File: config.mk
export PLATFORM = sky130hd
export DESIGN_NAME = ilas_link_regs
export DESIGN_NICKNAME = d
export VERILOG_FILES = /design/src/ilas_regs_pkg.sv /design/src/ilas_link_regs.sv
export SDC_FILE = /design/constraint.sdc
export NUM_CORES = 1
export LEC_CHECK = 0
export BUFFER_PORTS_ARGS = -buffer_cell sky130_fd_sc_hd__buf_2
export CORE_UTILIZATION = 30
export CTS_CLUSTER_DIAMETER = 150
export DETAILED_ROUTE_END_ITERATION = 7
export GPL_TIMING_DRIVEN = 0
export PLACE_DENSITY = 0.46
export SYNTH_ARGS = -nofsm -noshare
export SYNTH_HDL_FRONTEND = slang
export SYNTH_SLANG_ARGS = --single-unit
File: constraint.sdc
create_clock -name clk_sys -period 19.5 [get_ports clk_sys]
set_input_delay 1.95 -clock clk_sys [delete_from_list [all_inputs] [get_ports clk_sys]]
set_output_delay 1.95 -clock clk_sys [all_outputs]
set_load 0.005 [all_outputs]
File: src/ilas_regs_pkg.sv
// Offsets, field positions and reset values of the per-link
// lane-alignment capture and link parameter register bank.
// Assumes an 12-bit byte address and 8-bit register data.
`default_nettype none
package ilas_regs_pkg;
    localparam int ADDR_W = 12;
    localparam int DATA_W = 8;
    // Offsets
    localparam logic [11:0] OFS_LINK_PAGE = 12'h300;
    localparam logic [11:0] OFS_L6_LANE_ID = 12'h43A;
    localparam logic [11:0] OFS_L6_RX_CHK = 12'h43D;
    localparam logic [11:0] OFS_L6_CALC_CHK = 12'h43E;
    localparam logic [11:0] OFS_L7_LANE_ID = 12'h442;
    localparam logic [11:0] OFS_L7_RX_CHK = 12'h445;
    localparam logic [11:0] OFS_L7_CALC_CHK = 12'h446;
    localparam logic [11:0] OFS_DEVICE_ID = 12'h450;
    localparam logic [11:0] OFS_BANK_ID = 12'h451;
    localparam logic [11:0] OFS_LANE_ADJ = 12'h452;
    localparam logic [11:0] OFS_SCR_LANES = 12'h453;
    localparam logic [11:0] OFS_OCTETS = 12'h454;
    localparam logic [11:0] OFS_FRAMES = 12'h455;
    // Field positions
    localparam int LINK_PAGE_BIT = 0;
    localparam int ADJ_DIR_BIT = 6;
    localparam int PH_ADJ_BIT = 5;
    localparam int DESCRAMBLE_BIT = 7;
    localparam int LANE_FIELD_W = 5;
    // Reset values
    localparam logic [7:0] RST_ZERO = 8'h00;
    localparam logic RST_DESCRAMBLE = 1'b1;
    localparam logic [4:0] RST_LANES_M1 = 5'h07;
    localparam logic [4:0] RST_FRAMES_M1 = 5'h1F;
endpackage
`default_nettype wire

File: src/ilas_link_regs.sv
// Per-link lane-alignment capture and link parameter register bank.
// Assumes the link receiver core runs on clk_sys and pulses its capture
// strobes for one cycle when the alignment sequence of a lane is seen.
//
// Operation
// - Every register but the link page banked per link, page-selected.
// - Capture lanes 6/7 received lane id.
// - Store lanes 6/7 received checksum octet.
// - Compute lanes 6/7 own configuration checksum.
// - Device identifier read/write, resets zero.
// - Bank identifier read/write, resets zero.
// - Adjust direction bit, link 0 only.
// - Phase adjust request bit, link 0 only.
// - Lane identifier field, five bits, read/write.
// - Descramble enable bit, resets to one.
// - Lane count minus one, resets seven.
// - Octets per frame minus one, resets zero.
// - Frames per multiframe minus one, resets 0x1F.
//
// Our own choice: the strobed register port.
`default_nettype none
module ilas_link_regs
    import ilas_regs_pkg::*;
#(
    parameter int NUM_LINKS = 2
) (
    // Clock and reset
    input wire logic clk_sys,
    input wire logic reset,
    // Register port
    input wire logic [ADDR_W-1:0] reg_addr,
    input wire logic [DATA_W-1:0] reg_wdata,
    input wire logic reg_write,
    input wire logic reg_read,
    output logic [DATA_W-1:0] reg_rdata,
    // Capture from the link receiver core, lane 6
    input wire logic lane6_capture,
    input wire logic lane6_capture_link,
    input wire logic [4:0] lane6_captured_lane_id,
    input wire logic [7:0] lane6_received_checksum,
    // Capture from the link receiver core, lane 7
    input wire logic lane7_capture,
    input wire logic lane7_capture_link,
    input wire logic [4:0] lane7_captured_lane_id,
    input wire logic [7:0] lane7_received_checksum,
    // Sum of the link parameter fields held outside this bank
    input wire logic [7:0] other_fields_sum,
    // Link parameters toward the link receiver core, link n at slice n
    output logic [NUM_LINKS*8-1:0] device_id,
    output logic [NUM_LINKS*8-1:0] bank_id,
    output logic [NUM_LINKS*5-1:0] lane_identifier_field,
    output logic [NUM_LINKS-1:0] descramble_en,
    output logic [NUM_LINKS*5-1:0] lane_count_m1,
    output logic [NUM_LINKS*8-1:0] octets_per_frame_m1,
    output logic [NUM_LINKS*5-1:0] frames_per_mf_m1,
    // Link 0 only controls toward the converter
    output logic lmfc_adjust_dir,
    output logic phase_adjust_req
);

    // The page selector is one bit wide, so at most two copies exist
    if (NUM_LINKS < 1 || NUM_LINKS > 2) begin : g_bad_links
        $error("NUM_LINKS must be 1 or 2");
    end

    typedef struct packed {
        logic [4:0] l6_lane_id;
        logic [7:0] l6_rx_chk;
        logic [7:0] l6_calc_chk;
        logic [4:0] l7_lane_id;
        logic [7:0] l7_rx_chk;
        logic [7:0] l7_calc_chk;
        logic [7:0] dev_id;
        logic [7:0] bnk_id;
        logic adj_dir;
        logic ph_adj;
        logic [4:0] lane_id;
        logic scr_en;
        logic [4:0] lanes_m1;
        logic [7:0] octets_m1;
        logic [4:0] frames_m1;
    } link_regs_t;

    typedef struct packed {
        logic page;
        link_regs_t [NUM_LINKS-1:0] links;
        logic [DATA_W-1:0] rdata;
    } state_t;

    state_t state_q;
    state_t state_d;

    // Configuration checksum of one lane: octet sum of the link fields
    function automatic logic [7:0] calc_checksum(input link_regs_t r,
                                                 input logic [4:0] lid,
                                                 input logic [7:0] rest);
        logic [7:0] s;
        s = r.dev_id + r.bnk_id + {3'h0, lid};
        s = s + {7'h00, r.ph_adj} + {7'h00, r.adj_dir};
        s = s + {3'h0, r.lanes_m1} + {7'h00, r.scr_en};
        s = s + r.octets_m1 + {3'h0, r.frames_m1} + rest;
        return s;
    endfunction

    function automatic link_regs_t link_reset();
        link_regs_t r;
        r = '0;
        r.scr_en = RST_DESCRAMBLE;
        r.lanes_m1 = RST_LANES_M1;
        r.frames_m1 = RST_FRAMES_M1;
        return r;
    endfunction

    function automatic logic [DATA_W-1:0] read_value(input link_regs_t r,
                                                     input logic [11:0] a,
                                                     input logic page);
        logic [7:0] v;
        v = RST_ZERO;
        case (a)
            OFS_LINK_PAGE: v[LINK_PAGE_BIT] = page;
            OFS_L6_LANE_ID: v = {3'h0, r.l6_lane_id};
            OFS_L6_RX_CHK: v = r.l6_rx_chk;
            OFS_L6_CALC_CHK: v = r.l6_calc_chk;
            OFS_L7_LANE_ID: v = {3'h0, r.l7_lane_id};
            OFS_L7_RX_CHK: v = r.l7_rx_chk;
            OFS_L7_CALC_CHK: v = r.l7_calc_chk;
            OFS_DEVICE_ID: v = r.dev_id;
            OFS_BANK_ID: v = r.bnk_id;
            OFS_LANE_ADJ: begin
                v[ADJ_DIR_BIT] = r.adj_dir;
                v[PH_ADJ_BIT] = r.ph_adj;
                v[LANE_FIELD_W-1:0] = r.lane_id;
            end
            OFS_SCR_LANES: begin
                v[DESCRAMBLE_BIT] = r.scr_en;
                v[LANE_FIELD_W-1:0] = r.lanes_m1;
            end
            OFS_OCTETS: v = r.octets_m1;
            OFS_FRAMES: v[LANE_FIELD_W-1:0] = r.frames_m1;
            default: v = RST_ZERO;
        endcase
        return v;
    endfunction

    always_comb begin
        link_regs_t cur;
        cur = state_q.links[state_q.page];
        state_d = state_q;
        state_d.rdata = RST_ZERO;
        if (reg_read) begin
            state_d.rdata = read_value(cur, reg_addr, state_q.page);
        end
        if (reg_write) begin
            cur = state_d.links[state_q.page];
            case (reg_addr)
                OFS_LINK_PAGE: begin
                    if (NUM_LINKS > 1) begin
                        state_d.page = reg_wdata[LINK_PAGE_BIT];
                    end
                end
                OFS_DEVICE_ID: cur.dev_id = reg_wdata;
                OFS_BANK_ID: cur.bnk_id = reg_wdata;
                OFS_LANE_ADJ: begin
                    // Adjust controls exist for link 0 only
                    if (state_q.page == 1'b0) begin
                        cur.adj_dir = reg_wdata[ADJ_DIR_BIT];
                        cur.ph_adj = reg_wdata[PH_ADJ_BIT];
                    end
                    cur.lane_id = reg_wdata[LANE_FIELD_W-1:0];
                end
                OFS_SCR_LANES: begin
                    cur.scr_en = reg_wdata[DESCRAMBLE_BIT];
                    cur.lanes_m1 = reg_wdata[LANE_FIELD_W-1:0];
                end
                OFS_OCTETS: cur.octets_m1 = reg_wdata;
                OFS_FRAMES: begin
                    cur.frames_m1 = reg_wdata[LANE_FIELD_W-1:0];
                end
                default: cur = cur;
            endcase
            state_d.links[state_q.page] = cur;
        end
        // Captures land in the copy of the link that saw them
        if (lane6_capture && (NUM_LINKS > 1 || !lane6_capture_link)) begin
            cur = state_d.links[lane6_capture_link];
            cur.l6_lane_id = lane6_captured_lane_id;
            cur.l6_rx_chk = lane6_received_checksum;
            cur.l6_calc_chk = calc_checksum(cur, lane6_captured_lane_id,
                                            other_fields_sum);
            state_d.links[lane6_capture_link] = cur;
        end
        if (lane7_capture && (NUM_LINKS > 1 || !lane7_capture_link)) begin
            cur = state_d.links[lane7_capture_link];
            cur.l7_lane_id = lane7_captured_lane_id;
            cur.l7_rx_chk = lane7_received_checksum;
            cur.l7_calc_chk = calc_checksum(cur, lane7_captured_lane_id,
                                            other_fields_sum);
            state_d.links[lane7_capture_link] = cur;
        end
    end

    always_ff @(posedge clk_sys) begin
        if (reset) begin
            state_q.page <= 1'b0;
            state_q.rdata <= RST_ZERO;
            for (int i = 0; i < NUM_LINKS; i++) begin
                state_q.links[i] <= link_reset();
            end
        end else begin
            state_q <= state_d;
        end
    end

    assign reg_rdata = state_q.rdata;
    assign lmfc_adjust_dir = state_q.links[0].adj_dir;
    assign phase_adjust_req = state_q.links[0].ph_adj;

    for (genvar g = 0; g < NUM_LINKS; g++) begin : g_out
        assign device_id[g*8 +: 8] = state_q.links[g].dev_id;
        assign bank_id[g*8 +: 8] = state_q.links[g].bnk_id;
        assign lane_identifier_field[g*5 +: 5] = state_q.links[g].lane_id;
        assign descramble_en[g] = state_q.links[g].scr_en;
        assign lane_count_m1[g*5 +: 5] = state_q.links[g].lanes_m1;
        assign octets_per_frame_m1[g*8 +: 8] = state_q.links[g].octets_m1;
        assign frames_per_mf_m1[g*5 +: 5] = state_q.links[g].frames_m1;
    end

endmodule
`default_nettype wire

---- After elaboration in Yosys (flattened, before gate mapping) ----
Index checks and enable logic that the tools add are counted.
word-level totals
  input port bits ......................... 62
  output and inout bits ................... 90
  ROM bits ................................ 0
  bits in latches ......................... 0
  memories ................................ 0
  memory bits (writable) .................. 0
  flip-flop bits (word level) ............. 177
  word-level logic and storage cells ...... 111
cells by class
  $mul .................................... 0
  add/sub/neg operators ................... 18
  shifts and indexed selects .............. 0
  eq/ne operators ......................... 13
  div/mod/pow operators ................... 0
  bitwise gates (word level) .............. 1
  muxes and demuxes ....................... 36
  reduce and logical (&&, ||, !) cells .... 5
  magnitude comparators ................... 6
operators by type and width
  operator                                                    number
  two-way mux 84 bit                                          7
  bitwise mux 168 bit                                         3
  two-way mux 168 bit                                         3
  demux 84 bit (select 1 bit)                                 3
  == test 12 x 11 -> 1 bit, second input constant             12
  two-way mux 63 bit                                          2
  adder 8 x 1 -> 8 bit                                        6
  adder 8 x 5 -> 8 bit                                        6
  adder 8 bit                                                 6
  two-way mux 8 bit                                           6
  case mux 4 bit (12 select lines)                            1
  two-way mux 42 bit                                          1
  case mux 2 bit (8 select lines)                             1
  two-way mux 7 bit                                           2
  case mux 1 bit (13 select lines)                            1
  == test 12 x 10 -> 1 bit, second input constant             1
  two-way mux 6 bit                                           2
  two-way mux 5 bit                                           2
  case mux 1 bit (8 select lines)                             1
  less-than comparator 1 x 2 -> 1 bit, second input constant  3
  >= comparator 1 bit, second input constant                  3
  logical AND 1 bit                                           3
  two-way mux 2 bit                                           1
  AND reduction 2 bit                                         1
  other kinds (2)                                             2

---- Depth between registers and ports, before layout ----
Gate-level depths: netlist of the first run.
  word-level depth ........................ 33
  depth in mapped cells ................... 26

---- Worst setup path before layout of the first run ----
No wires, ideal clock.
  path type ............................... input -> register
  start point ............................. in reg_addr[9]
  end point ............................... reg state_q[57] in the netlist's numbering
  data required time ...................... 19.421 ns
  buffers on the path ..................... 2
  library setup time ...................... 0.079 ns
  setup slack ............................. 11.868 ns
  arrival time ............................ 7.553 ns
  stages .................................. 24
  cells stage by stage .................... or4b_1 -> buf_6 -> nor3_4 -> nand3_4 -> nor2_2 -> buf_4 -> mux2i_1 -> mux2_2 -> fa_1 -> inv_1 -> fa_1 -> inv_1 -> fa_1 -> inv_1 -> fa_1 -> ha_1 -> fa_1 -> a211oi_1 -> o21bai_1 -> a21oi_1 -> xnor2_1 -> xnor2_1 -> xnor2_1 -> a211oi_2
between the ends
  word-level cells in the longest chain between the ends .. 22
  elaborated cells on any way between the ends .. 37
ends and longest elaborated chain
  what                                                    RTL line               source
  start: declaration                                      ilas_link_regs.sv:31   input wire logic [ADDR_W-1:0] reg_addr,
  == test 12 x 11 -> 1 bit                                ilas_link_regs.sv:155  case (reg_addr)
  two-way mux 8 bit                                       ilas_link_regs.sv:155
  two-way mux 8 bit                                       ilas_link_regs.sv:153  if (reg_write) begin
  bitwise mux 168 bit *                                   ilas_link_regs.sv:181  state_d.links[state_q.page] = cur;
  two-way mux 168 bit *                                   ilas_link_regs.sv:153
  two-way mux 63 bit (not written as such) (2 in series)  ilas_link_regs.sv:185  cur = state_d.links[lane6_capture_link];
  bitwise mux 168 bit                                     ilas_link_regs.sv:190  state_d.links[lane6_capture_link] = cur;
  two-way mux 168 bit *                                   ilas_link_regs.sv:184  if (lane6_capture && (NUM_LINKS > 1 || !lane6_capture_link)) begin
  (+4 left out)                                           n/a
  adder 8 x 1 -> 8 bit (2 in series)                      ilas_link_regs.sv:99   s = s + {7'h00, r.ph_adj} + {7'h00, r.adj_dir};
  adder 8 x 5 -> 8 bit                                    ilas_link_regs.sv:100  s = s + {3'h0, r.lanes_m1} + {7'h00, r.scr_en};
  adder 8 x 1 -> 8 bit                                    ilas_link_regs.sv:100
  adder 8 bit                                             ilas_link_regs.sv:101  s = s + r.octets_m1 + {3'h0, r.frames_m1} + rest;
  adder 8 x 5 -> 8 bit *                                  ilas_link_regs.sv:101
  adder 8 bit *                                           ilas_link_regs.sv:101
  bitwise mux 168 bit *                                   ilas_link_regs.sv:198  state_d.links[lane7_capture_link] = cur;
  two-way mux 168 bit *                                   ilas_link_regs.sv:192  if (lane7_capture && (NUM_LINKS > 1 || !lane7_capture_link)) begin
  end signal: assignment                                  ilas_link_regs.sv:210  state_q <= state_d;
  end: declaration                                        ilas_link_regs.sv:90   state_t state_q;
Every way passes the cells marked *; elsewhere a longest branch is shown, timed or not. The select of a mux whose other input is x is not followed.
A chain may end at the register's enable or synchronous reset.

---- Worst setup path after layout of the first run ----
  start point ............................. in reg_addr[9]
  end point ............................... reg state_q[141] in the netlist's numbering
Same word-level chain as after synthesis.

==> results of run 1 <==
[per-layer routing]
metal  global-route usage  up-vias
met1                0.340     5272
li1                     -     4983
met5                    0        -
met4               0.0979        0
met3               0.0420       71
met2                0.382      443
[kinds of logic (layout without fill, tap and decap cells)]
kind of cell | Yosys count | in the layout | share of synthesized area
muxes | 182 | 182 | 0.156
xor gates and xnor gates | 27 | 27 | 0.0199
AOI/OAI and AO/OA | 270 | 270 | 0.136
and+or+nand+nor | 417 | 417 | 0.165
buffers and inverters | 229 | 408 | 0.103
DFF | 177 | 177 | 0.298
adders and majority gates | 80 | 80 | 0.122
[tightest hold or removal path: stages, from the launching register on]
cell     delay (ns)
dfxtp_1        0.31
nand2_1        0.05
a21oi_1        0.05
[how the worst min path moves through the flow]
stage / from / endpoint / slack [ns] / cells after the start
after detailed placement: state_q[89] / state_q[89] / 0.45 / 2
after global routing: state_q[67] / state_q[67] / 0.47 / 2
after floorplan: state_q[147] / state_q[147] / 0.43 / 2
after global placement: state_q[172] / state_q[172] / 0.44 / 2
final: state_q[166] / state_q[166] / 0.45 / 2
after CTS: state_q[166] / state_q[166] / 0.46 / 2
[registers in the layout, summed over array words and instances (netlist names)]
name	flops
frames_per_mf_m1	10
device_id	16
reg_rdata	8
lane_count_m1	10
phase_adjust_req	1
octets_per_frame_m1	16
state_q	87
lmfc_adjust_dir	1
descramble_en	2
lane_identifier_field	10
bank_id	16
[per-stage QoR]
stage / hold slack [ns] / util
detailed placement: 0.446 / 0.342
finish: 0.455 / 0.358
CTS: 0.456 / 0.357
global placement: 0.439 / 0.342
floorplan: 0.433 / -
global route: 0.468 / 0.358
[cell usage after synthesis (all sizes together) (4+ instances only)]
master  count  area, um^2
a21oi     117         586
dfxtp     177        3540
a211oi     12        95.1
nor4        4        40.0
a31oi       4        25.0
o21bai      6        45.0
nor2      101         430
buf       115         801
clkbuf     61         229
nand4       5        31.3
mux2       23         259
nand2     217         825
o211ai      6        45.0
a221oi      9        78.8
o22ai      29         181
mux2i     159        1590
nor3       20         150
a22oi      11        82.6
nand3b      6        45.0
xnor2      25         219
ha         20         250
nor2b      14        87.6
inv        53         199
nand3       8        52.6
o21ai      49         245
nand2b     19         119
fa         60        1200
[report_power, final]
part	switching [W]	total [W]	internal, W	leakage (nW)
logic	0.000144	0.000228	0.0000843	3.89
clock network	0.000187	0.000359	0.000173	0.287
registers	0.00000928	0.000386	0.000377	1.44
[final cells by class]
type	count	area (um^2)
Multi-Input combinational cell	976	7120
Tap cell	518	648
Clock buffer	17	425
Inverter	53	199
Clock inverter	15	173
Buffer	176	1030
Fill cell	4067	24900
Sequential cell	177	3540
Timing Repair Buffer	147	741
==> run metrics, run 1 <==
Synth Cell Area 11900 um^2; first-pass GRT wire length 71300 um; Tcrit/Tclk final 0.452; largest net degree at the start of global routing 20; Post-Route M1 WL 22000 um; Post-DP HPWL 38600 um; Final Critical Period 8.81 ns; Levels on crit path 24; post-CTS sizing 0; I/O pins 152; Synth Area per Inst 8.60 um^2; Layout area overhead 16.8%; Arr. time, crit path 9.14 ns; status completed; Vias 10800; Top FF cell, synth dfxtp_1; fin cells 2079; Yosys cell types 68; RSZ-0062 raised after global routing no; family with the most delay on the worst path adder cells; Worst path max stage delay 0.66 ns; Seq/Total Area, Yosys 0.298; pwr/cell area 70.1 nW/um^2; Die X 201 um; core area 38800 um^2; Hold Fails Final Rpt 0; crit-path cells buf_2 > nor4b_1 > nand3_1 > nor2_1 > nand2_1 > o22a_1 > o22ai_1 > o21a_1 > fa_1 > inv_1 > fa_1 > inv_1 > fa_1 > inv_1 > fa_1 > ha_1 > fa_1 > a211oi_1 > o21bai_1 > a21oi_1 > xnor2_1 > xnor2_1 > xnor2_1 > a211oi_1; PnR worst setup slack 10.69 ns; Post-synth ARST share 0; PnR Total Power 0.000974 W; routed len/inst 23.8 um; Max-Cap Viols 0; IO buf count 146; clock latency on the worst-skew pair 0.48 ns; Die Height 201 um; max-slew violations 0; setup TNS 0 ns; synthesis warning total 0; setup slack, reg-to-reg 12.09 ns; Rows 72; initial antenna violation count 0; Vias/cell 5.18; Crit-path slowest cell nor4b_1; number of synthesized flops with an enable pin 0; Critical path destination state_q[141]; transition time of the tightest slew-check pin 1.42 ns; Worst Skew 0.0169 ns; gr usage total 0.247; Net Count, Synth 1524; crit end category flip-flop; Starting Density 0.306; CP Launch Point reg_addr[9]; Inst Count DP 2047; commonest non-fill, non-tap cells in the layout 215 x nand2_1, 177 x dfxtp_1, 162 x buf_2; CTS tree yes; VDD IR max 0.0590 mV; critical path class primary input to flip-flop; top layer used by detailed routing met4; metal3 WL 3530 um; Setup Slack @ Placement 10.33 ns; CP required 19.83 ns; critical path launch point type primary input; 1st-pass router iterations 8; Root Driver clkbuf_16; Crit path top cell by count fa_1; RD Place Congestion 0.929; Crit Path Max Fanout 7; CP bufs+invs 4; r2r worst-path depth 22; commonest non-fill, non-tap cell in the layout nand2_1; clock buffer depth 2; RR Endpoint state_q[141]; Hold Buf Count CTS 0; post-route ant nets 0; # DRC 0; synthesis-stage register bit count 177; GR Overflow Total 0; post-route cell area 13900 um^2; f_max 113 MHz; met2 WL 22200 um; drt total wl 49500 um; Ant. Diodes 0; DP Area 13300 um^2; H-Tree Depth 4; Die ar. 40400 um^2; TritonCTS Buffers 17; share of post-route cells with drive strength above 1 0.213; Clock Sinks 177; hold crit path type flip-flop to flip-flop; Max-slew headroom 0.0463; worst flop-to-flop path startpoint state_q[176]; final net count 1690; clock transition at the registers of the reported paths 0.08 ns; Post-CTS Setup Inserts 0; cell count after synthesis 1382; final setup vio count 0; vias in the first global route 10300; 1st-iter DRT viols 1002; Leakage 5.61 nW
Note: power is estimated with default switching activity, not from simulation.
==> run 2: changes to the inputs <==
--- a/config.mk
+++ b/config.mk
@@ -10,7 +10,7 @@
 export CTS_CLUSTER_DIAMETER = 150
 export DETAILED_ROUTE_END_ITERATION = 7
 export GPL_TIMING_DRIVEN = 0
-export PLACE_DENSITY = 0.46
+export PLACE_DENSITY = 0.48
 export SYNTH_ARGS = -nofsm -noshare
 export SYNTH_HDL_FRONTEND = slang
 export SYNTH_SLANG_ARGS = --single-unit
==> constraint.sdc (replaced) <==
create_clock -name clk_sys -period 7.4 [get_ports clk_sys]
set_input_delay 0.74 -clock clk_sys [delete_from_list [all_inputs] [get_ports clk_sys]]
set_output_delay 0.74 -clock clk_sys [all_outputs]
set_load 0.005 [all_outputs]
==> run metrics, run 2 (same netlist as run 1, synthesis figures left out) <==
Clock power frac 0.374 (was 0.369); Largest register FFs 87 (unchanged); setup slack, reg-to-reg 0.42 ns (was 12.09 ns); crit end category flip-flop (unchanged); Hold Fails Final Rpt 0 (unchanged); CTS tree yes (unchanged); Max-slew headroom 0.111 (was 0.0463); PnR Total Power 0.00261 W (was 0.000974 W); Die Height 201 um (unchanged); TritonCTS Buffers 17 (unchanged); Final Critical Period 7.16 ns; r2r worst-path depth 20 (was 22); Hold Buf Count CTS 0 (unchanged); final core utilization 0.360 (was 0.358); status completed (unchanged); VDD IR max 0.176 mV (was 0.0590 mV); Psw 0.000893 W (was 0.000340 W); Rows 72 (unchanged); Layout area overhead 17.6% (was 16.8%); first-pass GRT wire length 71600 um (was 71300 um); Post-DP HPWL 38100 um (was 38600 um); metal3 WL 3770 um (was 3530 um); transition time of the tightest slew-check pin 1.33 ns (was 1.42 ns); clock transition at the registers of the reported paths 0.08 ns (about the same); clock latency on the worst-skew pair 0.46 ns (was 0.48 ns); share of post-route cells with drive strength above 1 0.222 (was 0.213); final setup vio count 0 (unchanged); Crit Path Max Fanout 8 (was 7); Vias/cell 5.18 (about the same); Seq pwr share 0.391 (was 0.397); f_max 140 MHz; commonest non-fill, non-tap cell in the layout nand2_1 (unchanged); Vias 10800 (about the same); routed len/inst 23.5 um (was 23.8 um); drt total wl 49000 um (was 49500 um); clock buffer depth 2 (unchanged); worst flop-to-flop path startpoint state_q[176] (unchanged); Clock Sinks 177 (unchanged); Internal Power 0.00171 W (was 0.000634 W); Root Driver clkbuf_16 (unchanged); combinational share of power 0.235 (was 0.234); RSZ-0062 raised after global routing no (unchanged); IO buf count 146 (unchanged); fillcell total 4134 (was 4067); max-slew violations 0 (unchanged); Hold Slack 0.457 ns (was 0.455 ns); Tcrit/Tclk final 0.968; GR Overflow Total 0 (unchanged); gr usage total 0.246 (was 0.247); pwr/cell area 186 nW/um^2 (was 70.1 nW/um^2); top layer used by detailed routing met4 (unchanged); largest net degree at the start of global routing 20 (unchanged); # DRC 0 (unchanged); Max-Cap Viols 0 (unchanged); register area 3540 um^2 (unchanged); CP required 7.72 ns (was 19.83 ns); vias in the first global route 10600 (was 10300); met2 WL 21600 um (was 22200 um); Hold Path Origin state_q[173] (was state_q[166]); core area 38800 um^2 (unchanged); post-route cell area 14000 um^2 (was 13900 um^2); post-route ant nets 0 (unchanged); Die X 201 um (unchanged); initial antenna violation count 0 (unchanged); critical path class primary input to flip-flop (unchanged); I/O pins 152 (unchanged); multi-input logic area 7170 um^2 (was 7120 um^2); Ant. Diodes 0 (unchanged); Worst Skew 0.0170 ns (was 0.0169 ns); final net count 1696 (was 1690); critical path launch point type primary input (unchanged); Hold Path Stages 2 (unchanged); RD Place Congestion 0.948 (was 0.929); Largest Register state_q (unchanged); hold crit path type flip-flop to flip-flop (unchanged); 1st-iter DRT viols 998 (was 1002); H-Tree Depth 4 (unchanged); switching part of the total 0.342 (was 0.349); commonest non-fill, non-tap cells in the layout 213 x nand2_1, 177 x dfxtp_1, 162 x buf_2 (was 215 x nand2_1, 177 x dfxtp_1, 162 x buf_2); Die ar. 40400 um^2 (unchanged); Starting Density 0.306 (unchanged); Arr. time, crit path 7.48 ns (was 9.14 ns); Hold EP state_q[173] (was state_q[166]); 1st-pass router iterations 5 (was 8); RR Endpoint state_q[57] (was state_q[141]); DP Area 13300 um^2 (about the same); Leakage 5.68 nW (was 5.61 nW); Post-Route M1 WL 21600 um (was 22000 um)
## run 2: power groups by stage
stage	clock network, W	logic (W)	registers [W]
2_1_floorplan	0	0.000379	0.00103
3_3_place_gp	0	0.000587	0.00104
3_5_place_dp	0	0.000588	0.00104
4_1_cts	0.000991	0.000592	0.00102
5_1_grt	0.00103	0.000666	0.00102
6_report	0.000976	0.000612	0.00102
## run 2: through the flow
step / std cells / setup slack [ns] / setup TNS [ns]
floorplan: 1382 / 0.978 / 0
global placement: 2046 / -0.461 / -1.79
detailed placement: 2046 / -0.582 / -2.22
CTS: 2078 / 0.0684 / 0
global route: 2085 / 0.0236 / 0
finish: 2085 / 0.235 / 0
## run 2: worst max path at each step
stage               depth (start not counted)         from          end  slack (ns)
global placement                           24  reg_addr[9]  state_q[57]       -0.46
CTS                                        24  reg_addr[9]  state_q[57]        0.07
detailed placement                         24  reg_addr[9]  state_q[57]       -0.58
finish                                     22  reg_addr[9]  state_q[57]        0.24
global route                               25  reg_addr[9]  state_q[57]        0.02
floorplan                                  24  reg_addr[9]  state_q[57]        0.98
## run 2: metal layers
| metal | vias up | GRT usage |
|---|---|---|
| met2 | 472 | 0.372 |
| met1 | 5259 | 0.334 |
| met4 | 0 | 0.109 |
| li1 | 4987 | - |
| met5 | - | 0 |
| met3 | 90 | 0.0529 |
## run 2: final cells by class
cell class | count | area share
buffer | 175 | 0.0734
clock buffer | 17 | 0.0304
clock inverter | 15 | 0.0137
inverter | 53 | 0.0142
multi-input combinational | 976 | 0.512
sequential | 177 | 0.253
tap | 518 | 0.0463
timing repair buffer | 154 | 0.0564
## run 2: repair_timing
action | 4_1_cts | 5_1_grt
pin swaps | 0 | 3
endpoints found under the setup margin | 4 | 4
gates resized for setup | 1 | 9
setup buffers | 0 | 7
## run 2: critical path, stage by stage
cell	delay (ns)
buf_2	0.12
or4b_1	0.55
buf_6	0.18
nor3_4	0.31
nand2_2	0.30
nor2_4	0.34
mux2_2	0.40
o21ai_0	0.25
fa_1	0.46
inv_1	0.08
fa_1	0.42
fa_1	0.52
fa_1	0.44
ha_1	0.24
fa_1	0.49
a211oi_1	0.34
o21bai_1	0.13
a21oi_1	0.18
xnor2_1	0.32
xnor2_2	0.22
xnor2_2	0.33
a211oi_2	0.11
==> run 3: changes to the inputs <==
--- a/config.mk
+++ b/config.mk
@@ -11,6 +11,7 @@
 export DETAILED_ROUTE_END_ITERATION = 7
 export GPL_TIMING_DRIVEN = 0
 export PLACE_DENSITY = 0.48
+export REMOVE_ABC_BUFFERS = 1
 export SYNTH_ARGS = -nofsm -noshare
 export SYNTH_HDL_FRONTEND = slang
 export SYNTH_SLANG_ARGS = --single-unit
==> run metrics, run 3 (same netlist as run 1, synthesis figures left out) <==
status completed (unchanged); IO buf count 151 (was 146); Max-slew headroom 0.226 (was 0.111); commonest non-fill, non-tap cell in the layout nand2_1 (unchanged); Clock power frac 0.393 (was 0.374); Worst path max stage delay 0.92 ns (was 0.55 ns); drt total wl 40500 um (was 49000 um); grt met2 use 0.316 (was 0.372); Vias 9758 (was 10800); max-slew violations 0 (unchanged); Final Critical Period 7.15 ns (was 7.16 ns); transition time of the tightest slew-check pin 1.15 ns (was 1.33 ns); RSZ-0062 raised after global routing no (unchanged); RD Place Congestion 0.828 (was 0.948); clock latency on the worst-skew pair 0.45 ns (was 0.46 ns); pwr/cell area 197 nW/um^2 (was 186 nW/um^2); 1st-pass router iterations 5 (unchanged); TritonCTS Buffers 17 (unchanged); setup TNS 0 ns (unchanged); clock transition at the registers of the reported paths 0.08 ns (about the same); Crit path top cell by count fa_1 (unchanged); Clock Sinks 177 (unchanged); routed len/inst 21.0 um (was 23.5 um); I/O pins 152 (unchanged); hold crit path type flip-flop to flip-flop (unchanged); crit end category flip-flop (unchanged); H-Tree Depth 4 (unchanged); Root Driver clkbuf_16 (unchanged); met1 GRT Util 0.278 (was 0.334); Die X 201 um (unchanged); f_max 140 MHz (about the same); # DRC 0 (unchanged); first-pass GRT wire length 60000 um (was 71600 um); CP Launch Point reg_addr[1] (was reg_addr[9]); Rows 72 (unchanged); Hold Path Origin state_q[85] (was state_q[173]); Die ar. 40400 um^2 (unchanged); combinational share of power 0.215 (was 0.235); initial antenna violation count 0 (unchanged); CTS tree yes (unchanged); final setup vio count 0 (unchanged); Seq pwr share 0.391 (about the same); switching part of the total 0.314 (was 0.342); worst flop-to-flop path startpoint state_q[176] (unchanged); Leakage 5.16 nW (was 5.68 nW); crit-path cells buf_2 > or4b_1 > nor3_4 > nand2_2 > mux2i_1 > mux2i_1 > fa_1 > fa_1 > fa_1 > fa_1 > ha_1 > fa_1 > a211oi_1 > o21bai_1 > a21oi_1 > xnor2_1 > xnor2_1 > xnor2_1 > a211oi_1 (was buf_2 > or4b_1 > buf_6 > nor3_4 > nand2_2 > nor2_4 > mux2_2 > o21ai_0 > fa_1 > inv_1 > fa_1 > fa_1 > fa_1 > ha_1 > fa_1 > a211oi_1 > o21bai_1 > a21oi_1 > xnor2_1 > xnor2_2 > xnor2_2 > a211oi_2); Largest Register state_q (unchanged); Vias/cell 5.07 (was 5.18); critical path launch point type primary input (unchanged); Crit Path Max Fanout 14 (was 8); Layout area overhead 10.9% (was 17.6%); Tcrit/Tclk final 0.966 (was 0.968); Largest register FFs 87 (unchanged); critical path class primary input to flip-flop (unchanged); GRT busiest layer met2 (unchanged); clock buffer depth 2 (unchanged); VDD IR max 0.162 mV (was 0.176 mV); GR Overflow Total 0 (unchanged); 1st-iter DRT viols 725 (was 998); Max-Cap Viols 0 (unchanged); final core utilization 0.340 (was 0.360); final net count 1534 (was 1696); Crit-path slowest cell or4b_1 (unchanged); largest net degree at the start of global routing 93 (was 20); post-route ant nets 0 (unchanged); vias in the first global route 9309 (was 10600); core area 38800 um^2 (unchanged); Hold Fails Final Rpt 0 (unchanged); Post-DP HPWL 29800 um (was 38100 um); met3 Usage GRT 0.0383 (was 0.0529); Internal Power 0.00178 W (was 0.00171 W); Die Height 201 um (unchanged); CP required 7.69 ns (was 7.72 ns); fillcell total 4084 (was 4134); gr usage total 0.200 (was 0.246); Worst Skew 0.0111 ns (was 0.0170 ns); Psw 0.000815 W (was 0.000893 W); share of post-route cells with drive strength above 1 0.184 (was 0.222); Arr. time, crit path 7.43 ns (was 7.48 ns); commonest non-fill, non-tap cells in the layout 211 x nand2_1, 176 x dfxtp_1, 159 x mux2i_1 (was 213 x nand2_1, 177 x dfxtp_1, 162 x buf_2); Starting Density 0.306 (unchanged); Ant. Diodes 0 (unchanged)
==> run 3: cell count changes in the layout (fill, tap and decap cells not counted), sizes merged <==
| cell | delta |
|---|---|
| bufinv | +2 |
| inv | -2 |
| buf | -100 |
| clkinv | -2 |
| clkbuf | -60 |
==> run 3: path summary, 6_finish.rpt <==
check,to,slack (ns),depth (start not counted)
setup / recovery,state_q[141],0.25,19
hold reg to reg,state_q[85],0.46,2
setup reg to reg,state_q[141],0.41,23
hold / removal,state_q[85],0.46,2
==> run 3: through the flow <==
step / total power (W) / hold slack, ns / instances / instance area (um^2) / setup WS, ns
2_1_floorplan: 0.00138 / 0.427 / 1206 / 10900 / -1.48
3_3_place_gp: 0.00159 / 0.440 / 1875 / 12300 / -4.97
3_5_place_dp: 0.00160 / 0.447 / 1879 / 12400 / -1.03
4_1_cts: 0.00261 / 0.458 / 1920 / 13100 / 0.0214
5_1_grt: 0.00272 / 0.472 / 1923 / 13200 / 0.0385
6_report: 0.00259 / 0.455 / 1923 / 13200 / 0.251
==> run 3: repair_timing <==
action,CTS,global route
hold buffers,0,0
setup buffers,9,3
resized for setup,5,9
setup endpoints to repair,4,4
pin swaps,4,1
==> run 3: per-layer routing <==
layer / routed length (um) / vias to the layer above
li1: - / 4677
met1: 18700 / 4754
met2: 18700 / 292
met3: 2430 / 35
met4: 702 / 0
met5: 0 / -
==> run 3: power groups by stage <==
stage | Clock [W] | Sequential [W] | Combinational [W]
after floorplan | 0 | 0.00103 | 0.000345
after global placement | 0 | 0.00104 | 0.000553
after detailed placement | 0 | 0.00104 | 0.000558
after CTS | 0.00104 | 0.00101 | 0.000562
after global routing | 0.00108 | 0.00102 | 0.000619
final | 0.00102 | 0.00101 | 0.000559
==> run 3: worst max-delay path: cells and delay by family <==
family,cells,cell delay (ns)
adder cells (fa/ha/maj),6,2.70
AND/OR/NAND/NOR,3,1.72
XOR/XNOR,3,0.81
AO/OA/AOI/OAI,4,0.79
multiplexers,2,0.44
buffers and inverters,1,0.20
==> run 3: final cells by class <==
type                    instances  area, um^2  share of cell area
multi-input cells             976        7180               0.544
well taps                     518         648              0.0491
repair buffers                167         967              0.0733
clock inverters                13         194              0.0147
inverters                      53         199              0.0151
clock buffers                  19         454              0.0344
flip-flops and latches        177        3550               0.269
